`config.mk`:
```
export PLATFORM = sky130hd
export DESIGN_NAME = imac_datapath
export DESIGN_NICKNAME = d
export VERILOG_FILES = /design/src/imac_pkg.sv /design/src/imac_acc_if.sv /design/src/imac_acc.sv /design/src/imac_datapath.sv
export SDC_FILE = /design/constraint.sdc
export NUM_CORES = 2
export LEC_CHECK = 0
export ABC_AREA = 1
export ABC_CLOCK_PERIOD_IN_PS = 32700
export BUFFER_PORTS_ARGS = -buffer_cell sky130_fd_sc_hd__buf_2
export CAP_MARGIN = 20
export CORE_MARGIN = 2
export CORE_UTILIZATION = 50
export DETAILED_ROUTE_END_ITERATION = 16
export HOLD_SLACK_MARGIN = 0.12
export PLACE_DENSITY = 0.67
export REMOVE_ABC_BUFFERS = 1
export SLEW_MARGIN = 20
export SYNTH_ARGS = -nofsm -noshare
export SYNTH_HDL_FRONTEND = slang
export SYNTH_HIERARCHICAL = 1
export SYNTH_SLANG_ARGS = --single-unit
```
`constraint.sdc`:
```
create_clock -name i_clk -period 32.7 [get_ports i_clk]
set_input_delay 6.54 -clock i_clk [delete_from_list [all_inputs] [get_ports i_clk]]
set_output_delay 6.54 -clock i_clk [all_outputs]
set_load 0.005 [all_outputs]
```
`src/imac_pkg.sv`:
```
package imac_pkg;
    localparam int ACC_W     = 40;
    localparam int WORD_W    = 16;
    localparam int PROD_W    = 32;
    localparam int GUARD_W   = 8;
    localparam int UPPER_LSB = 16;
    localparam int GUARD_LSB = 32;
    localparam int AL_W      = 8;
    // slices of the arithmetic control field, counted from its bit 0
    localparam int AL_CLS_LSB = 0;
    localparam int AL_RND_LSB = 3;
    localparam int AL_NOP_LSB = 5;
    localparam int AL_FMT_LSB = 6;
    localparam logic [2:0] CLS_NONMULT = 3'h7;
    // multiplication operations
    localparam logic [2:0] MOP_PROD       = 3'h0;
    localparam logic [2:0] MOP_ACC_PLUS   = 3'h1;
    localparam logic [2:0] MOP_ACC_MINUS  = 3'h2;
    localparam logic [2:0] MOP_NEG_PROD   = 3'h3;
    // non-multiplication operations
    localparam logic [2:0] NOP_ADD   = 3'h0;
    localparam logic [2:0] NOP_SUB   = 3'h1;
    localparam logic [2:0] NOP_PASS  = 3'h2;
    localparam logic [2:0] NOP_NEG   = 3'h3;
    localparam logic [2:0] NOP_LOGIC = 3'h7;
    // operand format bits
    localparam int FMT_X_SIGNED_BIT = 1;
    localparam int FMT_Y_SIGNED_BIT = 0;
    // rounding
    localparam logic [1:0] RND_NONE = 2'h0;
    localparam logic [1:0] RND_AT16 = 2'h1;
    localparam logic [1:0] RND_AT15 = 2'h2;
    localparam logic [1:0] RND_AT14 = 2'h3;
    localparam logic [5:0] RND_POS16 = 6'h10;
    localparam logic [5:0] RND_POS15 = 6'h0f;
    localparam logic [5:0] RND_POS14 = 6'h0e;
    typedef enum logic [2:0] {
        FEED_FIRST_ACC              = 3'h0,
        FEED_SECOND_ACC             = 3'h1,
        FEED_COND_FIRST_ELSE_SECOND = 3'h2,
        FEED_COND_SECOND_ELSE_FIRST = 3'h3,
        FEED_FIRST_COND_LEFT        = 3'h4,
        FEED_SECOND_COND_LEFT       = 3'h5,
        FEED_FIRST_COND_RIGHT       = 3'h6,
        FEED_SECOND_COND_RIGHT      = 3'h7
    } imac_feed_t;
    localparam logic [1:0] LU_AND    = 2'h0;
    localparam logic [1:0] LU_OR     = 2'h1;
    localparam logic [1:0] LU_XOR    = 2'h2;
    localparam logic [1:0] LU_NOT_Y1 = 2'h3;
    localparam logic [1:0] MY_Y0    = 2'h0;
    localparam logic [1:0] MY_Y1    = 2'h1;
    localparam logic [1:0] MY_LOGIC = 2'h2;
    localparam logic [1:0] MY_PORT  = 2'h3;
    localparam logic [1:0] YSRC_HOLD = 2'h0;
    localparam logic [1:0] YSRC_PORT = 2'h1;
    localparam logic [1:0] YSRC_SUM  = 2'h2;
    localparam logic [1:0] PF_LOWER = 2'h0;
    localparam logic [1:0] PF_UPPER = 2'h1;
    localparam logic [1:0] PF_GUARD = 2'h2;
    localparam logic [1:0] PO_KEEP    = 2'h0;
    localparam logic [1:0] PO_CLEAR   = 2'h1;
    localparam logic [1:0] PO_SIGNEXT = 2'h2;
    localparam int ST_ACC_TAG_BIT = 0;
    localparam int ST_SUM_TAG_BIT = 1;
    localparam logic [ACC_W-1:0]  ACC_RST  = 40'h0;
    localparam logic [WORD_W-1:0] WORD_RST = 16'h0;
    typedef struct packed {
        logic [ACC_W-1:0] value;
        logic             tag;
    } imac_acc_t;
    typedef struct packed {
        logic [WORD_W-1:0] y0;
        logic [WORD_W-1:0] y1;
        logic              sum_tag;
    } imac_core_t;
endpackage : imac_pkg

```
`src/imac_acc_if.sv`:
```
`timescale 1ns/1ps
interface imac_acc_if;
    import imac_pkg::*;
    logic [ACC_W-1:0]  sum;
    logic              sum_signed;
    logic              wr;
    logic              pre_en;
    logic [1:0]        pre_field;
    logic [1:0]        pre_other;
    logic              pre_signed;
    logic [WORD_W-1:0] pre_data;
    logic [ACC_W-1:0]  value;
    logic              tag;
    modport ctrl  (output sum, sum_signed, wr, pre_en, pre_field, pre_other, pre_signed, pre_data,
                   input value, tag);
    modport store (input sum, sum_signed, wr, pre_en, pre_field, pre_other, pre_signed, pre_data,
                   output value, tag);
endinterface : imac_acc_if

```
`src/imac_acc.sv`:
```
`timescale 1ns/1ps
module imac_acc
    import imac_pkg::*;
(
    input  wire logic  i_clk,
    input  wire logic  i_rst_n,
    imac_acc_if.store  acc
);
    imac_acc_t s_ff;
    imac_acc_t nxt_s;
    logic [GUARD_W-1:0] ext8;
    logic [WORD_W-1:0]  ext16;
    logic               sgn;

    always_comb begin
        nxt_s = s_ff;
        sgn   = 1'b0;
        ext8  = '0;
        ext16 = '0;
        if (acc.pre_en) begin
            // RQ25: preload one field, treat the others
            sgn   = acc.pre_signed & ((acc.pre_field == PF_GUARD) ? acc.pre_data[GUARD_W-1] :
                                      acc.pre_data[WORD_W-1]);
            ext8  = {GUARD_W{sgn}};
            ext16 = {WORD_W{sgn}};
            // RQ23: guard, upper and lower fields
            unique case (acc.pre_field)
                PF_LOWER: begin
                    nxt_s.value[WORD_W-1:0] = acc.pre_data;
                    if (acc.pre_other == PO_CLEAR) begin
                        nxt_s.value[ACC_W-1:UPPER_LSB] = '0;
                    end else if (acc.pre_other == PO_SIGNEXT) begin
                        nxt_s.value[ACC_W-1:UPPER_LSB] = {ext8, ext16};
                    end
                end
                PF_UPPER: begin
                    nxt_s.value[GUARD_LSB-1:UPPER_LSB] = acc.pre_data;
                    if (acc.pre_other == PO_CLEAR) begin
                        nxt_s.value[ACC_W-1:GUARD_LSB] = '0;
                        nxt_s.value[WORD_W-1:0]        = '0;
                    end else if (acc.pre_other == PO_SIGNEXT) begin
                        nxt_s.value[ACC_W-1:GUARD_LSB] = ext8;
                        nxt_s.value[WORD_W-1:0]        = '0;
                    end
                end
                default: begin
                    // bits below the loaded guard byte cannot carry its sign, so they clear unless PO_KEEP keeps them
                    nxt_s.value[ACC_W-1:GUARD_LSB] = acc.pre_data[GUARD_W-1:0];
                    if (acc.pre_other != PO_KEEP) begin
                        nxt_s.value[GUARD_LSB-1:0] = '0;
                    end
                end
            endcase
            nxt_s.tag = acc.pre_signed;
        end else if (acc.wr) begin
            // RQ22: load from the adder/subtracter
            nxt_s.value = acc.sum;
            nxt_s.tag   = acc.sum_signed;
        end
    end

    // RQ26: capture at the closing rising edge
    always_ff @(posedge i_clk or negedge i_rst_n) begin
        if (!i_rst_n) begin
            s_ff <= '{value: ACC_RST, tag: 1'b0};
        end else begin
            s_ff <= nxt_s;
        end
    end

    assign acc.value = s_ff.value;
    assign acc.tag   = s_ff.tag;

    acc_sum_load_a: assert property (@(posedge i_clk) disable iff (!i_rst_n) // RQ26
        acc.wr && !acc.pre_en |=> acc.value == $past(acc.sum) && acc.tag == $past(acc.sum_signed))
        else $error("accumulator missed the adder result");
    acc_lower_preload_a: assert property (@(posedge i_clk) disable iff (!i_rst_n) // RQ25
        acc.pre_en && acc.pre_field == PF_LOWER && acc.pre_other == PO_CLEAR
        |=> acc.value == {24'h0, $past(acc.pre_data)})
        else $error("lower preload with clear went wrong");
endmodule : imac_acc

```
`src/imac_datapath.sv`:
```
`timescale 1ns/1ps
// How it works
// RQ1: multiplier takes 16-bit twos-complement, unsigned or mixed operands.
// RQ2: operand format slice applies at multiplier inputs, not at buffer loading.
// RQ3: every result carries a signed/unsigned tag, visible on status outputs.
// RQ4: result signed if any term signed; unsigned only for logic or all-unsigned multiplies. The code also tags a pass of an unsigned accumulator unsigned.
// RQ5: feedback codes 0-3 pick accumulator A, B or flag-conditioned choice unshifted.
// RQ6: codes 4-7 pick A or B, shifted left or right when flag set.
// RQ7: every accumulator reference uses this instruction's feedback choice.
// RQ8: left feedback shift inserts zero at bit 0.
// RQ9: right feedback shift fills bit 39 with sign for signed, else zero.
// RQ10: all operations start at rising edge and finish within one period.
// RQ11: three-bit class slice separates multiplication and non-multiplication instructions.
// RQ12: class value 111 means non-multiplication; anything else multiplies.
// RQ13: logic unit combines both Y holds and feeds the second multiplier input.
// RQ14: 16-bit first and second operands give a 32-bit product.
// RQ15: one 16-bit status word per accumulator holds format information.
// RQ16: multiplications may round unbiased at sum bit 16, 15 or 14, or not.
// RQ17: rounding adds one with carry; exact mid-scale rounds to even.
// RQ18: format adjust shifts the 32-bit product left one, logically.
// RQ19: product extends to 40 bits by sign when signed/mixed, else zeros.
// RQ20: adder combines product and accumulator; 40-bit sum writes accumulators and output.
// RQ21: sum bits 31..16 can load either or both Y holds.
// RQ22: each accumulator loads from the sum or from preload port data.
// RQ23: accumulators split into lower word, upper word and guard byte 39..32.
// RQ24: guard byte allows at least 256 accumulations without true data loss.
// RQ25: preload fills one field; others cleared, sign-extended or kept.
// RQ26: accumulators capture sum and tag at the rising edge ending the cycle.
module imac_datapath
    import imac_pkg::*;
(
    input  wire logic              i_clk,
    input  wire logic              i_rst_n,
    input  wire logic [AL_W-1:0]   i_arith_logic_field,
    input  wire logic [2:0]        i_feedback_select_field,
    input  wire logic              i_condition_flag,
    input  wire logic              i_format_adjust,
    input  wire logic [WORD_W-1:0] i_mult_first_input,
    input  wire logic [WORD_W-1:0] i_y_data,
    input  wire logic [1:0]        i_my_sel,
    input  wire logic [1:0]        i_logic_op,
    input  wire logic [1:0]        i_y0_src,
    input  wire logic [1:0]        i_y1_src,
    input  wire logic [1:0]        i_acc_wr,
    input  wire logic [1:0]        i_pre_en,
    input  wire logic [1:0][1:0]   i_pre_field,
    input  wire logic [1:0][1:0]   i_pre_other,
    input  wire logic [1:0]        i_pre_signed,
    output logic      [ACC_W-1:0]  o_sum_bus,
    output logic                   o_sum_signed,
    output logic      [ACC_W-1:0]  o_accumulator_a,
    output logic      [ACC_W-1:0]  o_accumulator_b,
    output logic      [WORD_W-1:0] o_y_hold_zero,
    output logic      [WORD_W-1:0] o_y_hold_one,
    output logic      [WORD_W-1:0] o_status_a,
    output logic      [WORD_W-1:0] o_status_b
);
    imac_core_t s_ff;
    imac_core_t nxt_s;

    logic [1:0][ACC_W-1:0] acc_val;
    logic [1:0]            acc_tag;
    logic [1:0][WORD_W-1:0] status;

    logic [2:0]         cls;
    logic [2:0]         nop;
    logic [1:0]         fmt;
    logic [1:0]         rnd;
    logic               nonmult;
    imac_feed_t         feed;
    logic               use_b;
    logic               shl;
    logic               shr;
    logic [ACC_W-1:0]   fb_src;
    logic               fb_tag;
    logic [ACC_W-1:0]   fb_val;
    logic [WORD_W-1:0]  lu;
    logic [WORD_W-1:0]  my;
    logic               xs;
    logic               ys;
    logic signed [16:0] xe;
    logic signed [16:0] ye;
    logic signed [33:0] prod_full;
    logic [PROD_W-1:0]  product_bus;
    logic               prod_signed;
    logic [ACC_W-1:0]   prod_ext;
    logic [ACC_W-1:0]   mz_word;
    logic [ACC_W-1:0]   raw;
    logic               tag;
    logic [ACC_W-1:0]   sum;

    function automatic logic [ACC_W-1:0] round_even(input logic [ACC_W-1:0] v, input logic [5:0] pos);
        logic [ACC_W-1:0] one;
        logic [ACC_W-1:0] r;
        one = ACC_W'(40'h1) << pos;
        r   = v + one;
        // exact mid-scale: force the retained lsb to zero
        if (v[pos] && ((v & (one - 40'h1)) == '0)) begin
            r[pos + 6'h01] = 1'b0;
        end
        return r;
    endfunction : round_even

    function automatic logic [WORD_W-1:0] ysrc_pick(input logic [1:0] sel, input logic [WORD_W-1:0] held,
                                                    input logic [WORD_W-1:0] port,
                                                    input logic [WORD_W-1:0] upper);
        logic [WORD_W-1:0] r;
        r = held;
        if (sel == YSRC_PORT) begin
            r = port;
        end else if (sel == YSRC_SUM) begin
            r = upper;
        end
        return r;
    endfunction : ysrc_pick

    always_comb begin
        nxt_s   = s_ff;
        // RQ11: instruction class slice
        cls     = i_arith_logic_field[AL_CLS_LSB +: 3];
        // RQ12: 111 is the non-multiplication class
        nonmult = (cls == CLS_NONMULT);
        nop     = i_arith_logic_field[AL_NOP_LSB +: 3];
        fmt     = i_arith_logic_field[AL_FMT_LSB +: 2];
        rnd     = i_arith_logic_field[AL_RND_LSB +: 2];
        feed    = imac_feed_t'(i_feedback_select_field);
        use_b   = 1'b0;
        shl     = 1'b0;
        shr     = 1'b0;
        // RQ5: accumulator pick, conditional codes included
        // RQ6: flag-conditioned shift codes
        unique case (feed)
            FEED_FIRST_ACC:              use_b = 1'b0;
            FEED_SECOND_ACC:             use_b = 1'b1;
            FEED_COND_FIRST_ELSE_SECOND: use_b = !i_condition_flag;
            FEED_COND_SECOND_ELSE_FIRST: use_b = i_condition_flag;
            FEED_FIRST_COND_LEFT:        shl   = i_condition_flag;
            FEED_SECOND_COND_LEFT: begin
                use_b = 1'b1;
                shl   = i_condition_flag;
            end
            FEED_FIRST_COND_RIGHT:       shr   = i_condition_flag;
            FEED_SECOND_COND_RIGHT: begin
                use_b = 1'b1;
                shr   = i_condition_flag;
            end
        endcase
        // RQ7: one feedback value serves every accumulator term
        fb_src = acc_val[use_b];
        fb_tag = acc_tag[use_b];
        fb_val = fb_src;
        if (shl) begin
            // RQ8: logical left, zero in
            fb_val = {fb_src[ACC_W-2:0], 1'b0};
        end else if (shr) begin
            // RQ9: arithmetic right follows the content tag
            fb_val = {fb_tag & fb_src[ACC_W-1], fb_src[ACC_W-1:1]};
        end
        // RQ13: logic unit on both Y holds
        unique case (i_logic_op)
            LU_AND:  lu = s_ff.y0 & s_ff.y1;
            LU_OR:   lu = s_ff.y0 | s_ff.y1;
            LU_XOR:  lu = s_ff.y0 ^ s_ff.y1;
            default: lu = ~s_ff.y1;
        endcase
        unique case (i_my_sel)
            MY_Y0:    my = s_ff.y0;
            MY_Y1:    my = s_ff.y1;
            MY_LOGIC: my = lu;
            default:  my = i_y_data;
        endcase
        // RQ1: per-operand signedness
        // RQ2: format applied only here at the multiplier
        xs          = fmt[FMT_X_SIGNED_BIT];
        ys          = fmt[FMT_Y_SIGNED_BIT];
        xe          = $signed({xs & i_mult_first_input[WORD_W-1], i_mult_first_input});
        ye          = $signed({ys & my[WORD_W-1], my});
        // RQ14: 16 by 16 gives 32 bits
        prod_full   = xe * ye;
        product_bus = prod_full[PROD_W-1:0];
        prod_signed = xs | ys;
        // RQ18: format adjust, logical left
        if (i_format_adjust) begin
            product_bus = {product_bus[PROD_W-2:0], 1'b0};
        end
        // RQ24: eight guard bits take the carries of long sums
        // RQ19: widen by format
        prod_ext = prod_signed ? {{GUARD_W{product_bus[PROD_W-1]}}, product_bus}
                               : {{GUARD_W{1'b0}}, product_bus};
        mz_word  = {{GUARD_W{my[WORD_W-1]}}, my, WORD_RST};
        raw      = fb_val;
        tag      = 1'b1;
        // RQ20: add/subtract product and feedback
        // RQ4: tag follows term signedness for product, accumulate-plus and pass; logic is unsigned, all other operations signed
        if (!nonmult) begin
            unique case (cls)
                MOP_PROD: begin
                    raw = prod_ext;
                    tag = prod_signed;
                end
                MOP_ACC_PLUS: begin
                    raw = fb_val + prod_ext;
                    tag = prod_signed | fb_tag;
                end
                MOP_ACC_MINUS: raw = fb_val - prod_ext;
                MOP_NEG_PROD:  raw = ACC_RST - prod_ext;
                default:       raw = prod_ext - fb_val;
            endcase
        end else begin
            unique case (nop)
                NOP_ADD: raw = fb_val + mz_word;
                NOP_SUB: raw = fb_val - mz_word;
                NOP_NEG: raw = ACC_RST - fb_val;
                NOP_LOGIC: begin
                    raw = {{GUARD_W{1'b0}}, lu, WORD_RST};
                    tag = 1'b0;
                end
                default: tag = fb_tag;
            endcase
        end
        // RQ16: rounding position for multiplications
        // RQ17: unbiased, ties to even
        sum = raw;
        if (!nonmult) begin
            unique case (rnd)
                RND_AT16: sum = round_even(raw, RND_POS16);
                RND_AT15: sum = round_even(raw, RND_POS15);
                RND_AT14: sum = round_even(raw, RND_POS14);
                default:  sum = raw;
            endcase
        end
        // RQ21: upper word of the sum into the Y holds
        nxt_s.y0      = ysrc_pick(i_y0_src, s_ff.y0, i_y_data, sum[GUARD_LSB-1:UPPER_LSB]);
        nxt_s.y1      = ysrc_pick(i_y1_src, s_ff.y1, i_y_data, sum[GUARD_LSB-1:UPPER_LSB]);
        nxt_s.sum_tag = tag;
    end

    // RQ10: single-cycle path, state moves on the rising edge
    always_ff @(posedge i_clk or negedge i_rst_n) begin
        if (!i_rst_n) begin
            s_ff <= '{y0: WORD_RST, y1: WORD_RST, sum_tag: 1'b0};
        end else begin
            s_ff <= nxt_s;
        end
    end

    imac_acc_if acc_bus [2] ();

    // RQ22: both accumulators see the same sum and port data
    // RQ15: one status word per accumulator
    for (genvar g = 0; g < 2; g++) begin : g_acc
        assign acc_bus[g].sum        = sum;
        assign acc_bus[g].sum_signed = tag;
        assign acc_bus[g].wr         = i_acc_wr[g];
        assign acc_bus[g].pre_en     = i_pre_en[g];
        assign acc_bus[g].pre_field  = i_pre_field[g];
        assign acc_bus[g].pre_other  = i_pre_other[g];
        assign acc_bus[g].pre_signed = i_pre_signed[g];
        assign acc_bus[g].pre_data   = i_y_data;
        assign acc_val[g]            = acc_bus[g].value;
        assign acc_tag[g]            = acc_bus[g].tag;
        // RQ3: flags for accumulator contents and latest sum
        always_comb begin
            status[g]                 = WORD_RST;
            status[g][ST_ACC_TAG_BIT] = acc_tag[g];
            status[g][ST_SUM_TAG_BIT] = s_ff.sum_tag;
        end
        imac_acc u_acc (
            .i_clk   (i_clk),
            .i_rst_n (i_rst_n),
            .acc     (acc_bus[g])
        );
    end

    // sum leaves combinationally so the output shifter sees it in the same cycle
    assign o_sum_bus       = sum;
    assign o_sum_signed    = tag;
    assign o_accumulator_a = acc_val[0];
    assign o_accumulator_b = acc_val[1];
    assign o_y_hold_zero   = s_ff.y0;
    assign o_y_hold_one    = s_ff.y1;
    assign o_status_a      = status[0];
    assign o_status_b      = status[1];

    feed_pick_a: assert property (@(posedge i_clk) disable iff (!i_rst_n) // RQ5
        i_feedback_select_field == FEED_COND_FIRST_ELSE_SECOND
        |-> fb_val == (i_condition_flag ? acc_val[0] : acc_val[1]))
        else $error("conditional feedback picked the wrong accumulator");
    left_shift_a: assert property (@(posedge i_clk) disable iff (!i_rst_n) // RQ8
        i_feedback_select_field == FEED_FIRST_COND_LEFT && i_condition_flag
        |-> fb_val == {acc_val[0][ACC_W-2:0], 1'b0})
        else $error("left feedback shift wrong");
    right_shift_a: assert property (@(posedge i_clk) disable iff (!i_rst_n) // RQ9
        i_feedback_select_field == FEED_SECOND_COND_RIGHT && i_condition_flag
        |-> fb_val == {acc_tag[1] & acc_val[1][ACC_W-1], acc_val[1][ACC_W-1:1]})
        else $error("right feedback shift wrong");
    unsigned_tag_a: assert property (@(posedge i_clk) disable iff (!i_rst_n) // RQ4
        cls == MOP_PROD && fmt == 2'h0 |-> !o_sum_signed)
        else $error("all-unsigned product tagged signed");
    signed_tag_a: assert property (@(posedge i_clk) disable iff (!i_rst_n) // RQ4
        !nonmult && fmt != 2'h0 |-> o_sum_signed)
        else $error("signed operand gave unsigned tag");
    logic_path_a: assert property (@(posedge i_clk) disable iff (!i_rst_n) // RQ13
        nonmult && nop == NOP_LOGIC && i_logic_op == LU_XOR
        |-> o_sum_bus[GUARD_LSB-1:UPPER_LSB] == (o_y_hold_zero ^ o_y_hold_one) && !o_sum_signed)
        else $error("logic result or tag wrong");
    y_hold_load_a: assert property (@(posedge i_clk) disable iff (!i_rst_n) // RQ21
        i_y0_src == YSRC_SUM |=> o_y_hold_zero == $past(o_sum_bus[GUARD_LSB-1:UPPER_LSB]))
        else $error("Y hold missed the sum upper word");
    round_even_a: assert property (@(posedge i_clk) disable iff (!i_rst_n) // RQ17
        !nonmult && rnd == RND_AT15 && raw[15:0] == 16'h8000 |-> !o_sum_bus[16] && o_sum_bus[15:0] == 16'h0)
        else $error("mid-scale did not round to even");
    status_tag_a: assert property (@(posedge i_clk) disable iff (!i_rst_n) // RQ3
        1'b1 |=> o_status_a[ST_SUM_TAG_BIT] == $past(o_sum_signed))
        else $error("status does not show the last sum format");
endmodule : imac_datapath

```
==> results.tsv <==
metric	value	unit
wl	130000	um
crit_path_frequent_cell	nand2_1	
die_y	254	um
fin_crit	25210	ps
grt_overflow	0	
antenna_left	0	
avgRoutedWirePerCell	21.9	um
cp_slowest_cell	o41ai_1	
final_cell_mix	nand2_1, inv_1, nor2_1, nand3_1, o21ai_0	
tns	0	ps
fillers	6533	
worst_pin_slew	1200	ps
synth_cell_type_count	62	
postLayoutCellArea	33500	um2
routabilityCongestion	1.04	
drv_cap	0	
setup_viol	0	
avgViaCountPerCell	5.78	
synth_edf_count	0	
cts_sinks	115	
htreeDepth	4	
synth_seq_cells	115	
grt_pass1_vias	31900	
cts_buffers	17	
placed_cell_area	32900	um2
finalCritPeriodShare	77.1	%
synthCells	4961	
row_count	91	
critical_path.max_fanout	32	
fin_util	54.2	%
max_freq	39.7	MHz
cp-start-kind	primary input	
multi_input_area	24400	um2
yosys_warnings	6	
cts_tree	built	
place_hpwl	105000	um
crit_type	in -> out	
nNetsFinal	5658	
grtUsageMet3	10.1	%
skew	13.0	ps
crit_path_end_kind	output port	
drc	0	
syn_area_per_cell	6.31	um2
start_util	50.6	%
path_clk_slew	50	ps
core_area	61800	um2
syn2layout_area_growth	7.06	%
grt_util_met1	57.1	%
busiest_layer	met2	
status	finished, final reports clean	
grtUsageTotal	40.0	%
die_w	254	um
grt_max_degree	77	
synthFlopType	dfrtp_1	
seq_area	2880	um2
post-cts-setup-buffer-count	0	
cts_buffer_depth	2	
cts-root-buf	clkbuf_16	
ctsHoldBuffers	0	
arrival	18670	ps
io_pins	254	
dieArea	64600	um2
slew_headroom	19.0	%
drt_iter0_drc	3888	
maxSlewViolCount	0	
drtPass1Iterations	8	
syn_area	31300	um2
vias	34400	
seq_area_frac_synth	9.19	%
io_buffers	225	
cpPeakStageDelay	1050	ps
drive_above_1_share	9.94	%
cts-resized-gates	0	
min_path_type	reg -> reg	
synthArstFlopShare	100	%
grt_util_met2	58.0	%
layout_commonest_cell	nand2_1	
hold_viol_final	0	
antenna_found_initial	5	
required	26160	ps
clk_latency	450	ps
rsz0062_at_grt	no	
grt_pass1_wl	195000	um
==> cell families (layout without fill, tap and decap cells) <==
logic type | Yosys count | in the layout | synth area share [%]
buffers and inverters | 1035 | 1146 | 13.3
other | 1 | 32 | 0.0120
xor gates and xnor gates | 80 | 80 | 2.24
muxes | 6 | 6 | 0.200
adders and majority gates | 503 | 503 | 26.9
AOI/OAI and AO/OA | 813 | 813 | 14.7
DFF | 115 | 115 | 9.19
and+or+nand+nor | 2408 | 2408 | 33.4
==> registers in the layout, indices dropped and copies added (netlist names) <==
name	cells
g_acc.u_acc/acc.value	80
o_y_hold_one	16
o_y_hold_zero	16
g_acc.u_acc/acc.tag	2
o_status_a	1
==> area by class of cell <==
cell class	count	share of cell area, %
clock inverters	14	0.385
flip-flops and latches	115	8.59
diodes	4	0.0299
well taps	837	3.12
multi-input cells	3838	72.7
repair buffers	271	4.41
clock buffers	18	1.31
inverters	843	9.44
==> final timing paths <==
kind                            cells past startpoint                      endpoint  slack [ps]                    startpoint
worst max-delay path                               54                 o_sum_bus[33]        7490                 i_logic_op[1]
worst min-delay path                                2  g_acc[1].u_acc/acc.value[30]         510  g_acc[1].u_acc/acc.value[30]
worst max register to register                     59  g_acc[1].u_acc/acc.value[33]       20170               o_y_hold_one[5]
worst min register to register                      2  g_acc[1].u_acc/acc.value[30]         510  g_acc[1].u_acc/acc.value[30]
max in group asynchronous                           2               o_y_hold_one[2]       25490                       i_rst_n
min in group asynchronous                           1  g_acc[0].u_acc/acc.value[31]        6080                       i_rst_n
==> synth_stat cells (14+ instances only) <==
master | n | area share (%)
dfrtp_1 | 115 | 9.2
nor3_1 | 29 | 0.46
o211ai_1 | 30 | 0.72
buf_2 | 27 | 0.43
nand2_1 | 1352 | 16
o21ai_1 | 32 | 0.51
nor2_4 | 17 | 0.61
nand2_2 | 40 | 0.80
or2_2 | 25 | 0.50
o21ai_0 | 315 | 5.0
inv_1 | 806 | 9.7
fa_1 | 285 | 18
xor2_1 | 63 | 1.8
nand4_1 | 42 | 0.84
nor2_2 | 16 | 0.32
ha_1 | 218 | 8.7
o21bai_1 | 16 | 0.38
a21oi_1 | 278 | 4.4
nand3_1 | 333 | 5.3
buf_4 | 45 | 1.1
nand3_2 | 39 | 1.2
o22ai_1 | 16 | 0.32
o2111ai_1 | 22 | 0.62
nor2_1 | 472 | 5.7
inv_2 | 25 | 0.30
o311ai_0 | 14 | 0.39
xnor2_1 | 17 | 0.48
clkbuf_1 | 96 | 1.2
==> metrics by stage <==
step	setup WS, ps	std cells	hold slack [ps]
CTS	7730	5935	509
finish	7490	5940	506
global route	6870	5937	527
floorplan	10490	4796	488
global placement	7980	5902	491
detailed placement	7750	5903	491
==> routing by layer <==
metal | vias up | part of all wire (%)
met5 | - | 0.011
met4 | 2 | 4.3
met3 | 288 | 12
met2 | 1958 | 41
met1 | 16200 | 42
li1 | 16000 | -
==> worst max-delay path: cells and delay by family <==
family / cells / cell delay, ps
xor gates and xnor gates: 1 / 190
buffers and inverters: 13 / 1830
and+or+nand+nor: 20 / 2820
AOI/OAI and AO/OA: 12 / 3430
adders and majority gates: 8 / 3850
Power is not shown: default switching activity piles up to over one toggle a cycle in this logic, so the estimate is an artifact.
